<file path="config.mk">
export PLATFORM = sky130hd
export DESIGN_NAME = ccpc_card_end_flat
export DESIGN_NICKNAME = d
export VERILOG_FILES = /design/src/hdl/ccpc_pkg.sv /design/src/hdl/ccpc_link_if.sv /design/src/hdl/ccpc_card_end.sv /design/src/flat_wrapper.sv
export VERILOG_INCLUDE_DIRS = /design/src /design/src/hdl
export SDC_FILE = /design/constraint.sdc
export NUM_CORES = 1
export LEC_CHECK = 0
export BUFFER_PORTS_ARGS = -buffer_cell sky130_fd_sc_hd__clkbuf_2
export CAP_MARGIN = 20
export CORE_ASPECT_RATIO = 0.7
export CORE_MARGIN = 2
export CORE_UTILIZATION = 40
export CTS_CLUSTER_DIAMETER = 80
export DETAILED_ROUTE_END_ITERATION = 8
export HOLD_SLACK_MARGIN = 0.06
export SLEW_MARGIN = 20
export SYNTH_ARGS = -nofsm -noshare
export SYNTH_HDL_FRONTEND = slang
export SYNTH_SLANG_ARGS = --single-unit
</file>
<file path="constraint.sdc">
create_clock -name core_clk -period 4.7 [get_ports core_clk]
set_input_delay 0.94 -clock core_clk [delete_from_list [all_inputs] [get_ports core_clk]]
set_output_delay 0.94 -clock core_clk [all_outputs]
set_load 0.05 [all_outputs]
</file>
<file path="src/hdl/ccpc_params.svh">
// Constants of the card command parameter checker
`ifndef CCPC_PARAMS_SVH
`define CCPC_PARAMS_SVH
`define CCPC_NUM_EF      4
`define CCPC_EF_W        2
`define CCPC_FID_BASE    16'h6f00
`define CCPC_BUF_DEPTH   8'h20
`define CCPC_BUF_AW      5
`define CCPC_ZERO        8'h00
`define CCPC_INS_REACT   8'h01
`define CCPC_INS_AUTH    8'h02
`define CCPC_INS_TPROF   8'h03
`define CCPC_INS_ENV     8'h04
`define CCPC_INS_FETCH   8'h05
`define CCPC_INS_TRESP   8'h06
`define CCPC_INS_GETRSP  8'h07
`define CCPC_P1_BY_FID   8'h00
`define CCPC_P1_PATH_MF  8'h08
`define CCPC_P1_PATH_DF  8'h09
`define CCPC_P2_SPEC     7
`define CCPC_P2_RFU_HI   6
`define CCPC_P2_RFU_LO   5
`define CCPC_P2_REF_HI   4
`define CCPC_FID_LEN     8'h02
`define CCPC_SW_OK       16'h9000
`define CCPC_SW_TECH     16'h6f00
`define CCPC_SW_BADP     16'h6b00
`define CCPC_SW_ACCESS   16'h6982
`define CCPC_SW_NOFILE   16'h6a82
`define CCPC_SW_LEN      16'h6700
`define CCPC_SW_INS      16'h6d00
`define CCPC_SW1_AVAIL   8'h61
`define CCPC_SW1_RELEN   8'h6c
`endif

</file>
<file path="src/hdl/ccpc_pkg.sv">
// Types of the card end and the terminal end of the card command link, each used by one end
package ccpc_pkg;
	typedef enum logic [2:0] {
		C_IDLE = 3'h0, C_DATA = 3'h1, C_EXEC = 3'h3, C_SEND = 3'h2, C_STAT = 3'h6
	} ccpc_card_st_t;
	typedef enum logic [1:0] {
		T_IDLE = 2'h0, T_HDR = 2'h1, T_DATA = 2'h3, T_WAIT = 2'h2
	} ccpc_term_st_t;
	typedef enum logic [1:0] {
		TK_PROFILE = 2'h0, TK_TOOLKIT_CMD_A = 2'h1, TK_TRESP = 2'h2
	} ccpc_tk_kind_t;
endpackage

</file>
<file path="src/hdl/ccpc_link_if.sv">
// Command, data, response and status link between terminal and card
`timescale 1ns/100ps
interface ccpc_link_if;
	logic        cmd_valid;
	logic        cmd_ready;
	logic [7:0]  ins;
	logic [7:0]  p1;
	logic [7:0]  p2;
	logic [7:0]  lc;
	logic        lc_present;
	logic [7:0]  le;
	logic        le_present;
	logic        dat_valid;
	logic        dat_ready;
	logic [7:0]  dat_byte;
	logic        rsp_valid;
	logic        rsp_ready;
	logic [7:0]  rsp_byte;
	logic        sw_valid;
	logic [15:0] sw;
	modport card (input cmd_valid, ins, p1, p2, lc, lc_present, le, le_present,
		dat_valid, dat_byte, rsp_ready, output cmd_ready, dat_ready, rsp_valid,
		rsp_byte, sw_valid, sw);
	modport term (output cmd_valid, ins, p1, p2, lc, lc_present, le, le_present,
		dat_valid, dat_byte, rsp_ready, input cmd_ready, dat_ready, rsp_valid,
		rsp_byte, sw_valid, sw);
endinterface

</file>
<file path="src/hdl/ccpc_card_end.sv">
// Card end: parameter checks, file reactivation, authentication, toolkit, retrieval
`timescale 1ns/100ps
`include "ccpc_params.svh"
module ccpc_card_end (
	input  wire logic                   core_clk,
	input  wire logic                   resetn,
	input  wire logic                   ce,
	ccpc_link_if.card                   lnk,
	input  wire logic [`CCPC_NUM_EF-1:0] ac_ok,
	input  wire logic [`CCPC_NUM_EF-1:0] deact_req,
	output logic [`CCPC_NUM_EF-1:0]      lcs_active,
	output logic [`CCPC_EF_W-1:0]        cur_ef,
	output logic                         cur_ef_valid,
	output logic                         key_specific,
	output logic                         key_implicit,
	output logic [4:0]                   key_ref,
	input  wire logic [7:0]              key_byte,
	output logic                         tk_valid,
	output ccpc_pkg::ccpc_tk_kind_t      tk_kind,
	output logic [7:0]                   tk_byte,
	input  wire logic                    ext_wr,
	input  wire logic [`CCPC_BUF_AW-1:0] ext_addr,
	input  wire logic [7:0]              ext_byte,
	input  wire logic                    ext_set,
	input  wire logic [7:0]              ext_len,
	input  wire logic                    pro_set,
	input  wire logic [7:0]              pro_len
);
	import ccpc_pkg::*;

	ccpc_card_st_t             st_q, st_d;
	logic [7:0]                ins_q, p1_q, p2_q, lc_q, le_q, ins_d, p1_d, p2_d, lc_d, le_d;
	logic                      lep_q, lep_d, lcp_q, lcp_d;
	logic [15:0]               fid_q, fid_d, sw_q, sw_d;
	logic [7:0]                idx_q, idx_d, len_q, len_d, rsp_q, rsp_d;
	logic [`CCPC_NUM_EF-1:0]   act_q, act_d;
	logic [`CCPC_EF_W-1:0]     ef_q, ef_d;
	logic                      ef_ok_q, ef_ok_d, pend_q, pend_d, first_q, first_d;
	logic [7:0]                pend_len_q, pend_len_d, pro_len_q, pro_len_d;
	logic                      tk_v_q, tk_v_d;
	ccpc_tk_kind_t             tk_k_q, tk_k_d;
	logic [7:0]                tk_b_q, tk_b_d;
	logic [7:0]                buf_mem [0:`CCPC_BUF_DEPTH-1];
	logic [`CCPC_EF_W:0]       hit;

	function automatic logic p_zero(input logic [7:0] a, input logic [7:0] b);
		return (a == `CCPC_ZERO) && (b == `CCPC_ZERO);
	endfunction

	// Returns {found, index} for a file identifier
	function automatic logic [`CCPC_EF_W:0] fid_find(input logic [15:0] f);
		logic [`CCPC_EF_W:0] r;
		r = '0;
		for (int i = 0; i < `CCPC_NUM_EF; i++) begin
			if (f == `CCPC_FID_BASE + 16'(i))
				r = {1'b1, `CCPC_EF_W'(i)};
		end
		return r;
	endfunction

	function automatic logic [7:0] min8(input logic [7:0] a, input logic [7:0] b);
		return (a < b) ? a : b;
	endfunction

	assign lnk.cmd_ready = (st_q == C_IDLE);
	assign lnk.dat_ready = (st_q == C_DATA);
	assign lnk.rsp_valid = (st_q == C_SEND);
	assign lnk.sw_valid  = (st_q == C_STAT);
	assign lnk.rsp_byte  = rsp_q;
	assign lnk.sw        = sw_q;
	assign lcs_active    = act_q;
	assign cur_ef        = ef_q;
	assign cur_ef_valid  = ef_ok_q;
	assign key_specific  = p2_q[`CCPC_P2_SPEC];
	assign key_implicit  = (p2_q == `CCPC_ZERO);
	assign key_ref       = p2_q[`CCPC_P2_REF_HI:0];
	assign tk_valid      = tk_v_q;
	assign tk_kind       = tk_k_q;
	assign tk_byte       = tk_b_q;
	assign hit           = fid_find(fid_q);

	always_comb begin
		st_d = st_q; ins_d = ins_q; p1_d = p1_q; p2_d = p2_q; lc_d = lc_q; le_d = le_q;
		lep_d = lep_q; lcp_d = lcp_q; fid_d = fid_q; sw_d = sw_q; idx_d = idx_q;
		len_d = len_q; rsp_d = rsp_q; act_d = act_q & ~deact_req; ef_d = ef_q;
		ef_ok_d = ef_ok_q; pend_d = pend_q; pend_len_d = pend_len_q; first_d = first_q;
		pro_len_d = pro_set ? pro_len : pro_len_q;
		tk_v_d = 1'b0; tk_k_d = tk_k_q; tk_b_d = tk_b_q;
		case (st_q)
			C_IDLE: begin
				if (lnk.cmd_valid) begin
					ins_d = lnk.ins; p1_d = lnk.p1; p2_d = lnk.p2;
					lc_d = lnk.lc_present ? lnk.lc : `CCPC_ZERO;
					lcp_d = lnk.lc_present; lep_d = lnk.le_present;
					le_d = lnk.le; idx_d = '0; fid_d = '0;
					st_d = (lnk.lc_present && lnk.lc != `CCPC_ZERO) ? C_DATA : C_EXEC;
				end
			end
			C_DATA: begin
				if (lnk.dat_valid) begin
					fid_d = {fid_q[7:0], lnk.dat_byte};
					idx_d = idx_q + 8'h01;
					tk_b_d = lnk.dat_byte;
					tk_v_d = (ins_q == `CCPC_INS_TPROF) || (ins_q == `CCPC_INS_ENV) ||
						(ins_q == `CCPC_INS_TRESP);
					tk_k_d = (ins_q == `CCPC_INS_TPROF) ? TK_PROFILE :
						(ins_q == `CCPC_INS_ENV) ? TK_TOOLKIT_CMD_A : TK_TRESP;
					if (idx_d == lc_q)
						st_d = C_EXEC;
				end
			end
			C_EXEC: begin
				// Any command except a retrieval answered with a wrong-length status breaks the retrieval chain
				pend_d = 1'b0;
				first_d = 1'b0;
				len_d = '0;
				sw_d = `CCPC_SW_OK;
				case (ins_q)
					`CCPC_INS_REACT: begin
						if (p2_q != `CCPC_ZERO || (p1_q != `CCPC_P1_BY_FID &&
							p1_q != `CCPC_P1_PATH_MF && p1_q != `CCPC_P1_PATH_DF))
							sw_d = `CCPC_SW_BADP;
						else if (lc_q == `CCPC_ZERO && p1_q != `CCPC_P1_BY_FID)
							sw_d = `CCPC_SW_LEN;
						else if (lc_q == `CCPC_ZERO) begin
							if (!ef_ok_q)
								sw_d = `CCPC_SW_NOFILE;
							else if (!ac_ok[ef_q])
								sw_d = `CCPC_SW_ACCESS;
							else
								act_d[ef_q] = 1'b1;
						end else if ((p1_q == `CCPC_P1_BY_FID && lc_q != `CCPC_FID_LEN) ||
							lc_q[0] || lc_q < `CCPC_FID_LEN)
							sw_d = `CCPC_SW_LEN;
						else if (!hit[`CCPC_EF_W])
							sw_d = `CCPC_SW_NOFILE;
						else if (!ac_ok[hit[`CCPC_EF_W-1:0]])
							sw_d = `CCPC_SW_ACCESS;
						else begin
							act_d[hit[`CCPC_EF_W-1:0]] = 1'b1;
							ef_d = hit[`CCPC_EF_W-1:0];
							ef_ok_d = 1'b1;
						end
					end
					`CCPC_INS_AUTH: begin
						if (p1_q != `CCPC_ZERO ||
							p2_q[`CCPC_P2_RFU_HI:`CCPC_P2_RFU_LO] != 2'h0 ||
							(p2_q != `CCPC_ZERO && p2_q[`CCPC_P2_REF_HI:0] == 5'h00))
							sw_d = `CCPC_SW_BADP;
						else if (lc_q == `CCPC_ZERO || lc_q > `CCPC_BUF_DEPTH)
							sw_d = `CCPC_SW_LEN;
						else begin
							pend_d = 1'b1;
							pend_len_d = (lep_q && le_q != `CCPC_ZERO) ?
								min8(le_q, `CCPC_BUF_DEPTH) : lc_q;
							sw_d = {`CCPC_SW1_AVAIL, pend_len_d};
						end
					end
					`CCPC_INS_TPROF, `CCPC_INS_ENV, `CCPC_INS_TRESP: begin
						if (!p_zero(p1_q, p2_q))
							sw_d = `CCPC_SW_BADP;
					end
					`CCPC_INS_FETCH: begin
						if (!p_zero(p1_q, p2_q))
							sw_d = `CCPC_SW_BADP;
						else begin
							len_d = min8(pro_len_q, `CCPC_BUF_DEPTH);
							pro_len_d = pro_set ? pro_len : `CCPC_ZERO;
						end
					end
					`CCPC_INS_GETRSP: begin
						if (!p_zero(p1_q, p2_q))
							sw_d = `CCPC_SW_BADP;
						else if (pend_q) begin
							if (lep_q && le_q != `CCPC_ZERO && le_q != pend_len_q) begin
								sw_d = {`CCPC_SW1_RELEN, pend_len_q};
								pend_d = 1'b1;
							end else
								len_d = pend_len_q;
						end else if (!first_q)
							sw_d = `CCPC_SW_TECH;
						// First command after reset answers with no data
					end
					default: sw_d = `CCPC_SW_INS;
				endcase
				idx_d = '0;
				rsp_d = buf_mem[0];
				st_d = (len_d != `CCPC_ZERO) ? C_SEND : C_STAT;
			end
			C_SEND: begin
				if (lnk.rsp_ready) begin
					idx_d = idx_q + 8'h01;
					rsp_d = buf_mem[idx_d[`CCPC_BUF_AW-1:0]];
					if (idx_d == len_q)
						st_d = C_STAT;
				end
			end
			C_STAT: st_d = C_IDLE;
			default: st_d = C_IDLE;
		endcase
		// Set wins over the clear of a command in execution
		if (ext_set) begin
			pend_d = 1'b1;
			pend_len_d = min8(ext_len, `CCPC_BUF_DEPTH);
		end
	end

	always_ff @(posedge core_clk or negedge resetn) begin
		if (!resetn) begin
			st_q <= C_IDLE; ins_q <= '0; p1_q <= '0; p2_q <= '0; lc_q <= '0; le_q <= '0;
			lep_q <= 1'b0; lcp_q <= 1'b0; fid_q <= '0; sw_q <= '0; idx_q <= '0;
			len_q <= '0; rsp_q <= '0; act_q <= '1; ef_q <= '0; ef_ok_q <= 1'b0;
			pend_q <= 1'b0; pend_len_q <= '0; first_q <= 1'b1; pro_len_q <= '0;
			tk_v_q <= 1'b0; tk_k_q <= TK_PROFILE; tk_b_q <= '0;
		end else if (ce) begin
			st_q <= st_d; ins_q <= ins_d; p1_q <= p1_d; p2_q <= p2_d; lc_q <= lc_d;
			le_q <= le_d; lep_q <= lep_d; lcp_q <= lcp_d; fid_q <= fid_d; sw_q <= sw_d;
			idx_q <= idx_d; len_q <= len_d; rsp_q <= rsp_d; act_q <= act_d; ef_q <= ef_d;
			ef_ok_q <= ef_ok_d; pend_q <= pend_d; pend_len_q <= pend_len_d;
			first_q <= first_d; pro_len_q <= pro_len_d;
			tk_v_q <= tk_v_d; tk_k_q <= tk_k_d; tk_b_q <= tk_b_d;
		end
	end

	// Challenge mixed with the key stream stands in for the real algorithm
	always_ff @(posedge core_clk) begin
		if (ce) begin
			if (st_q == C_DATA && lnk.dat_valid && ins_q == `CCPC_INS_AUTH &&
				idx_q < `CCPC_BUF_DEPTH)
				buf_mem[idx_q[`CCPC_BUF_AW-1:0]] <= lnk.dat_byte ^ key_byte;
			else if (ext_wr)
				buf_mem[ext_addr] <= ext_byte;
		end
	end
endmodule // ccpc_card_end

</file>
<file path="src/flat_wrapper.sv">
// flat-port wrapper written by rule: the top's interface ports become plain ports
module ccpc_card_end_flat import ccpc_pkg::*;
  (core_clk, resetn, ce, ac_ok, deact_req, lcs_active, cur_ef, cur_ef_valid, key_specific, key_implicit, key_ref, key_byte, tk_valid, tk_kind, tk_byte, ext_wr, ext_addr, ext_byte, ext_set, ext_len, pro_set, pro_len, lnk_cmd_valid, lnk_ins, lnk_p1, lnk_p2, lnk_lc, lnk_lc_present, lnk_le, lnk_le_present, lnk_dat_valid, lnk_dat_byte, lnk_rsp_ready, lnk_cmd_ready, lnk_dat_ready, lnk_rsp_valid, lnk_rsp_byte, lnk_sw_valid, lnk_sw);
  ccpc_link_if lnk_i ();
  input  wire logic core_clk;
  input  wire logic resetn;
  input  wire logic ce;
  input  wire logic [`CCPC_NUM_EF-1:0] ac_ok;
  input  wire logic [`CCPC_NUM_EF-1:0] deact_req;
  output logic [`CCPC_NUM_EF-1:0] lcs_active;
  output logic [`CCPC_EF_W-1:0] cur_ef;
  output logic cur_ef_valid;
  output logic key_specific;
  output logic key_implicit;
  output logic [4:0] key_ref;
  input  wire logic [7:0] key_byte;
  output logic tk_valid;
  output ccpc_pkg::ccpc_tk_kind_t tk_kind;
  output logic [7:0] tk_byte;
  input  wire logic ext_wr;
  input  wire logic [`CCPC_BUF_AW-1:0] ext_addr;
  input  wire logic [7:0] ext_byte;
  input  wire logic ext_set;
  input  wire logic [7:0] ext_len;
  input  wire logic pro_set;
  input  wire logic [7:0] pro_len;
  input wire logic [$bits(lnk_i.cmd_valid)-1:0] lnk_cmd_valid;
  input wire logic [$bits(lnk_i.ins)-1:0] lnk_ins;
  input wire logic [$bits(lnk_i.p1)-1:0] lnk_p1;
  input wire logic [$bits(lnk_i.p2)-1:0] lnk_p2;
  input wire logic [$bits(lnk_i.lc)-1:0] lnk_lc;
  input wire logic [$bits(lnk_i.lc_present)-1:0] lnk_lc_present;
  input wire logic [$bits(lnk_i.le)-1:0] lnk_le;
  input wire logic [$bits(lnk_i.le_present)-1:0] lnk_le_present;
  input wire logic [$bits(lnk_i.dat_valid)-1:0] lnk_dat_valid;
  input wire logic [$bits(lnk_i.dat_byte)-1:0] lnk_dat_byte;
  input wire logic [$bits(lnk_i.rsp_ready)-1:0] lnk_rsp_ready;
  output wire logic [$bits(lnk_i.cmd_ready)-1:0] lnk_cmd_ready;
  output wire logic [$bits(lnk_i.dat_ready)-1:0] lnk_dat_ready;
  output wire logic [$bits(lnk_i.rsp_valid)-1:0] lnk_rsp_valid;
  output wire logic [$bits(lnk_i.rsp_byte)-1:0] lnk_rsp_byte;
  output wire logic [$bits(lnk_i.sw_valid)-1:0] lnk_sw_valid;
  output wire logic [$bits(lnk_i.sw)-1:0] lnk_sw;
  assign lnk_i.cmd_valid = lnk_cmd_valid;
  assign lnk_i.ins = lnk_ins;
  assign lnk_i.p1 = lnk_p1;
  assign lnk_i.p2 = lnk_p2;
  assign lnk_i.lc = lnk_lc;
  assign lnk_i.lc_present = lnk_lc_present;
  assign lnk_i.le = lnk_le;
  assign lnk_i.le_present = lnk_le_present;
  assign lnk_i.dat_valid = lnk_dat_valid;
  assign lnk_i.dat_byte = lnk_dat_byte;
  assign lnk_i.rsp_ready = lnk_rsp_ready;
  assign lnk_cmd_ready = lnk_i.cmd_ready;
  assign lnk_dat_ready = lnk_i.dat_ready;
  assign lnk_rsp_valid = lnk_i.rsp_valid;
  assign lnk_rsp_byte = lnk_i.rsp_byte;
  assign lnk_sw_valid = lnk_i.sw_valid;
  assign lnk_sw = lnk_i.sw;
  ccpc_card_end u_core (.core_clk(core_clk), .resetn(resetn), .ce(ce), .lnk(lnk_i), .ac_ok(ac_ok), .deact_req(deact_req), .lcs_active(lcs_active), .cur_ef(cur_ef), .cur_ef_valid(cur_ef_valid), .key_specific(key_specific), .key_implicit(key_implicit), .key_ref(key_ref), .key_byte(key_byte), .tk_valid(tk_valid), .tk_kind(tk_kind), .tk_byte(tk_byte), .ext_wr(ext_wr), .ext_addr(ext_addr), .ext_byte(ext_byte), .ext_set(ext_set), .ext_len(ext_len), .pro_set(pro_set), .pro_len(pro_len));
endmodule
</file>
==> Yosys cells after proc, flatten, opt, wreduce, memory -nomap -nowiden <==
Memories as Yosys holds them, arrays and structs flattened.
Index checks and enable logic that the tools add are counted.
{ "totals": {"regBits": 136, "ram_bits": 256, "output_inout_bits": 53, "memories": 1} }
{ "memory_table": {"columns": ["memory", "depth", "width", "rd", "rd_clocked_by_memory_dff", "wr", "line", "source"], "rows": [
  ["u_core.buf_mem", 32, 8, 2, 0, 1, "ccpc_card_end.sv:43", "logic [7:0] buf_mem [0:`CCPC_BUF_DEPTH-1];"]
]} }
{ "classes": {"addsub": 1, "magnitude_cmp": 10, "n_eq_ne": 28, "muxes": 98, "n_bitwise": 9, "n_reduce_logical": 50} }
{ "ops": {"columns": ["op", "count"], "rows": [
  ["$mux W16", 16],
  ["$mux W8", 25],
  ["$eq A16 B15 Y1 const B", 4],
  ["$pmux W16 S4", 1],
  ["$mux W4", 10],
  ["$reduce_bool A8 Y1", 5],
  ["$eq A8 B3 Y1 const B", 4],
  ["$lt A8 B6 Y1 const B", 4],
  ["$pmux W16 S2", 1],
  ["$pmux W8 S2", 2],
  ["$pmux W8 S4", 1],
  ["$mux W3", 10],
  ["$logic_not A8 Y1", 3],
  ["$mux W1", 21],
  ["$eq A8 B2 Y1 const B", 2],
  ["$eq A8 B8 Y1", 2],
  ["$ne A8 B4 Y1 const B", 2],
  ["$logic_and A1 B1 Y1", 14],
  ["$pmux W3 S4", 1],
  ["$mux W11", 1],
  ["$ne A2 B2 Y1 const B", 5],
  ["$reduce_and A5 Y1", 2],
  ["$reduce_bool A2 Y1", 5],
  ["$reduce_and A3 Y1", 3],
  ["other kinds (32)", 52]
]} }

==> Longest topological paths before layout <==
{ "logic_depth": {"ltp_word": 18, "mapped_depth": 9} }

==> Least setup slack after synthesis <==
Ideal clock, no wire load.
{ "synth_path": {"path_kind": "register to register", "startpoint": "reg u_core.ins_q[3]", "endpoint": "mem u_core.buf_mem[0][5] (data pin)", "setup_ps": 454, "t_arrival_ps": 3325, "t_required_ps": 4246, "setup_slack_ps": 921, "stages_incl_launch_ff": 8, "n_path_buf": 3, "synth_period_minus_slack_ps": 3779, "path_cell_list": "dfrtp_1 nor4_1 and3_1 clkbuf_1 a21oi_1 clkbuf_1 clkbuf_1 o21ai_0"} }
{ "synth_via": {"elab_chain_len": 8} }
{ "synth_lines": {"columns": ["item", "line", "source"], "rows": [
  ["start, declared", "ccpc_card_end.sv:32", "logic [7:0] ins_q, p1_q, p2_q, lc_q, le_q, ins_d, p1_d, p2_d, lc_d, le_d;"],
  ["start signal, assigned", "ccpc_card_end.sv:216", "st_q <= st_d; ins_q <= ins_d; p1_q <= p1_d; p2_q <= p2_d; lc_q <= lc_d;"],
  ["$eq A8 B2 Y1 (no line)", null, null],
  ["$logic_and A1 B1 Y1 (no line) (2 in series)", null, null],
  ["$mux W1", "ccpc_card_end.sv:228", "if (st_q == C_DATA && lnk.dat_valid && ins_q == `CCPC_INS_AUTH &&"],
  ["$mux W1", "ccpc_card_end.sv:227", "if (ce) begin"],
  ["$mux W1 (not written as such)", "ccpc_card_end.sv:232", "buf_mem[ext_addr] <= ext_byte;"],
  ["$reduce_or A8 Y1 (no line)", null, null],
  ["$mux W8 (no line)", null, null],
  ["end, declared", "ccpc_card_end.sv:43", null]
]} }
Every way passes these cells.

==> Worst setup path in the final report <==
{ "layout_path": {"startpoint": "reg u_core.st_q[1]", "endpoint": "out lnk_rsp_valid"} }
{ "layout_via": {"elab_chain_len": 1} }
{ "layout_lines": {"columns": ["item", "line", "source"], "rows": [
  ["start, declared", "ccpc_card_end.sv:31", "ccpc_card_st_t st_q, st_d;"],
  ["start signal, assigned", "ccpc_card_end.sv:216", null],
  ["$eq A3 B2 Y1", "ccpc_card_end.sv:67", "assign lnk.rsp_valid = (st_q == C_SEND);"],
  ["end, declared", "flat_wrapper.sv:40", "output wire logic [$bits(lnk_i.rsp_valid)-1:0] lnk_rsp_valid;"]
]} }
Every way passes these cells.

==> impl_metrics.yaml <==
outcome:
  status: "completed"
sta:
  fin_skew_ns: 0.0144
  maxSlewViolCount: 0
  setup_viol: 0
  tightest_slew_ns: 1.00
  hold_violations: 0
  period_share_pct: 75.7
  finalSetupTns_ns: 0
  max_clock_freq_mhz: 281
  maxSlewHeadroom_pct: 32.5
  rsz0062_at_grt: "no"
  min_period_ns: 3.56
  timing.hold.ws_ns: 0.435
synthesis:
  synth_edf_count: 256
  mappedNetlistArea_um2: 17100
  syn-num-nets: 1414
  yosysSeqAreaShare_pct: 64.5
  synth_area_leaders: "edfxtp_1 45%, dfrtp_1 19%, mux4_2 8.7%"
  synth_top_area_share_pct: 44.9
  synth_top_area_cell: "edfxtp_1"
  ys_types: 77
  synth.avg_cell_area_um2: 13.1
  synthArstFlopShare_pct: 34.4
  synthFlopType: "edfxtp_1"
  ys_warn_count: 0
  synth-seq-cells: 390
  synthCells: 1309
placed_design:
  placement.io_buffers: 156
  post-dp-hpwl_um: 32400
  gp_congestion: 0.906
worst_setup_path:
  crit_start: "u_core.st_q[1]"
  startpoint_type: "flop"
  reg2reg_from: "u_core.ins_q[3]"
  end_kind: "primary output"
  cp.arrival_ns: 2.62
  crit_type: "reg -> out"
  cp_max_fo: 18
  crit_required_ns: 3.76
global_routing:
  overflow: 0
  gr-usage-all-layers_pct: 21.0
  grt_pass1_vias: 11300
  grt_start_max_net_pins: 76
  grt_pass1_wl_um: 70800
  grt_antenna_before_repair: 0
floorplan:
  initial_core_util_pct: 40.5
  pin_count: 157
  die_w_um: 251
  die-area_um2: 44500
  num_rows: 63
  fp.dieH_um: 177
  coreArea_um2: 42300
cts:
  cts.repair.resized: 0
  cts_tree: "built"
  cts_max_path_buffers: 3
  postCtsSetupBuffers: 0
  cts_max_level: 2
  cts.sinks: 390
  clock_latency_ns: 0.54
  clk_pin_slew_ns: 0.06
  postCtsHoldBufs: 0
  numCtsBuffers: 40
  cts_root_buf: "clkbuf_16"
detailed_routing:
  drc: 0
  detail_route.first_pass.iterations: 5
  wirelength_um: 46000
  drtAntennaViolNets: 0
  via_per_inst: 5.72
  drtIter0Drc: 1358
  vias: 11600
  wl_per_cell_um: 22.6
run:
  drv_cap: 0
power_and_ir_drop:
  leakage_nw: 7.43
  powerDensity_nw_per_um2: 578
  vdd_drop_max_uv: 316
cells_and_area:
  num_antenna_cells: 0
  drive_gt1_share_pct: 23.5
  syn2layout_area_growth_pct: 15.6
  fillers: 3768
  final_nets: 1558
worst_hold_path:
  hp-class: "in -> async"
## cell type report
| cell class | instances | area [um2] | area share [%] |
|---|---|---|---|
| sequential | 390 | 11100 | 55.9 |
| multi-input combinational | 823 | 5740 | 29.0 |
| clock buffer | 47 | 1050 | 5.30 |
| timing repair buffer | 180 | 965 | 4.88 |
| tap | 552 | 691 | 3.49 |
| clock inverter | 24 | 223 | 1.13 |
| inverter | 18 | 67.6 | 0.341 |
## cells in the final DEF, fill, tap and decap left out, types with 6 or more instances in the layout
| cell type | count |
|---|---|
| a2bb2oi_1 | 6 |
| clkbuf_2 | 156 |
| buf_4 | 23 |
| o21ai_2 | 6 |
| nor4_1 | 17 |
| xnor2_1 | 24 |
| nand3_1 | 39 |
| nand2_1 | 266 |
| mux4_2 | 66 |
| xor2_1 | 12 |
| a22o_1 | 14 |
| and3_1 | 11 |
| clkinv_2 | 13 |
| dfrtp_1 | 128 |
| mux2i_1 | 13 |
| edfxtp_1 | 256 |
| o31ai_1 | 8 |
| o21ai_0 | 55 |
| clkbuf_16 | 41 |
| or3_1 | 6 |
| nor2b_1 | 7 |
| nor3_1 | 19 |
| clkbuf_1 | 6 |
| a32oi_1 | 18 |
| a31oi_1 | 17 |
| nand2b_1 | 6 |
| inv_1 | 18 |
| mux2_2 | 8 |
| nor2_1 | 87 |
| a21oi_1 | 21 |
| and2_1 | 6 |
## cells in the mapped netlist, types with 7 or more instances
library cell,n
inv_1,18
xnor2_1,25
and3_1,11
o21ai_0,63
clkbuf_1,58
xor2_1,12
buf_1,8
edfxtp_1,256
nor4_1,17
a31oi_1,17
mux2i_1,13
mux2_2,8
nand3_1,39
mux4_2,66
a22o_1,14
nor2_1,87
buf_4,7
dfrtp_1,129
nor3_1,19
nand2_1,266
a32oi_1,18
o31ai_1,8
a21oi_1,22
nor2b_1,7
## through the flow
step           power [mW]  area (um2)  util [%]  cells  setup WS (ns)
2_1_floorplan        7.18       17100         -   1309          0.921
3_3_place_gp         8.28       18500      43.8   1962           1.37
3_5_place_dp         8.33       18500      43.8   1962           1.34
4_1_cts              11.5       19800      46.8   2033           1.15
5_1_grt              12.0       19800      46.8   2034          0.959
6_report             11.4       19800      46.8   2034           1.14
## worst paths after layout
kind                                    endpoint  slack, ns  depth (start not counted)
setup / recovery                   lnk_rsp_valid       1.14                          4
hold / removal                    u_core.p1_q[1]       0.43                          1
setup reg to reg           u_core.buf_mem[24][6]       1.38                          7
hold reg to reg                u_core.tk_kind[0]       0.47                          2
max in group asynchronous        u_core.idx_q[0]       3.24                          2
min in group core_clk          u_core.tk_kind[0]       0.47                          2
## where the power goes
part	internal, mW	leakage, nW	switching [mW]
sequential	4.11	4.00	0.509
clock	1.82	0.626	1.33
combinational	1.34	2.81	2.33
## state kept, by name (all words and copies together) (netlist names), 2 cells and up
name and count:
u_core.buf_mem 256, u_core.pend_len_q 8, u_core.ins_q 8, u_core.len_q 8
u_core.idx_q 8, u_core.cur_ef 2, u_core.p2_q 8, u_core.tk_kind 2
u_core.lnk.sw 14, u_core.lnk.rsp_byte 8, u_core.fid_q 16, u_core.pro_len_q 8
u_core.lc_q 8, u_core.p1_q 8, u_core.lcs_active 4, u_core.le_q 8
u_core.tk_byte 8, u_core.st_q 3
## kinds of logic (layout without fill, tap and decap cells)
group	count (synthesis)	count (layout)	synth area share (%)
AOI/OAI and AO/OA	200	200	8.07
xor gates and xnor gates	38	38	2.02
adders and majority gates	1	1	0.0731
buffers and inverters	96	269	2.33
DFF	390	390	64.5
muxes	87	87	9.97
and+or+nand+nor	497	497	13.0
## layer usage
layer | routed length (um) | track usage (%) | share of wire [%] | vias up
met5 | 0 | 0 | 0 | -
met4 | 786 | 4.59 | 1.7 | 0
met3 | 3740 | 4.09 | 8.1 | 57
met2 | 18800 | 28.4 | 41 | 500
met1 | 22700 | 34.4 | 49 | 5890
li1 | - | - | - | 5180
## critical path, stage by stage, from the launching register on
cell and delay (ns):
dfrtp_1 0.51, nor2b_1 0.26, nand2b_1 0.56, inv_1 0.42, clkbuf_2 0.34
No activity file was read; power rests on OpenSTA's default activity.
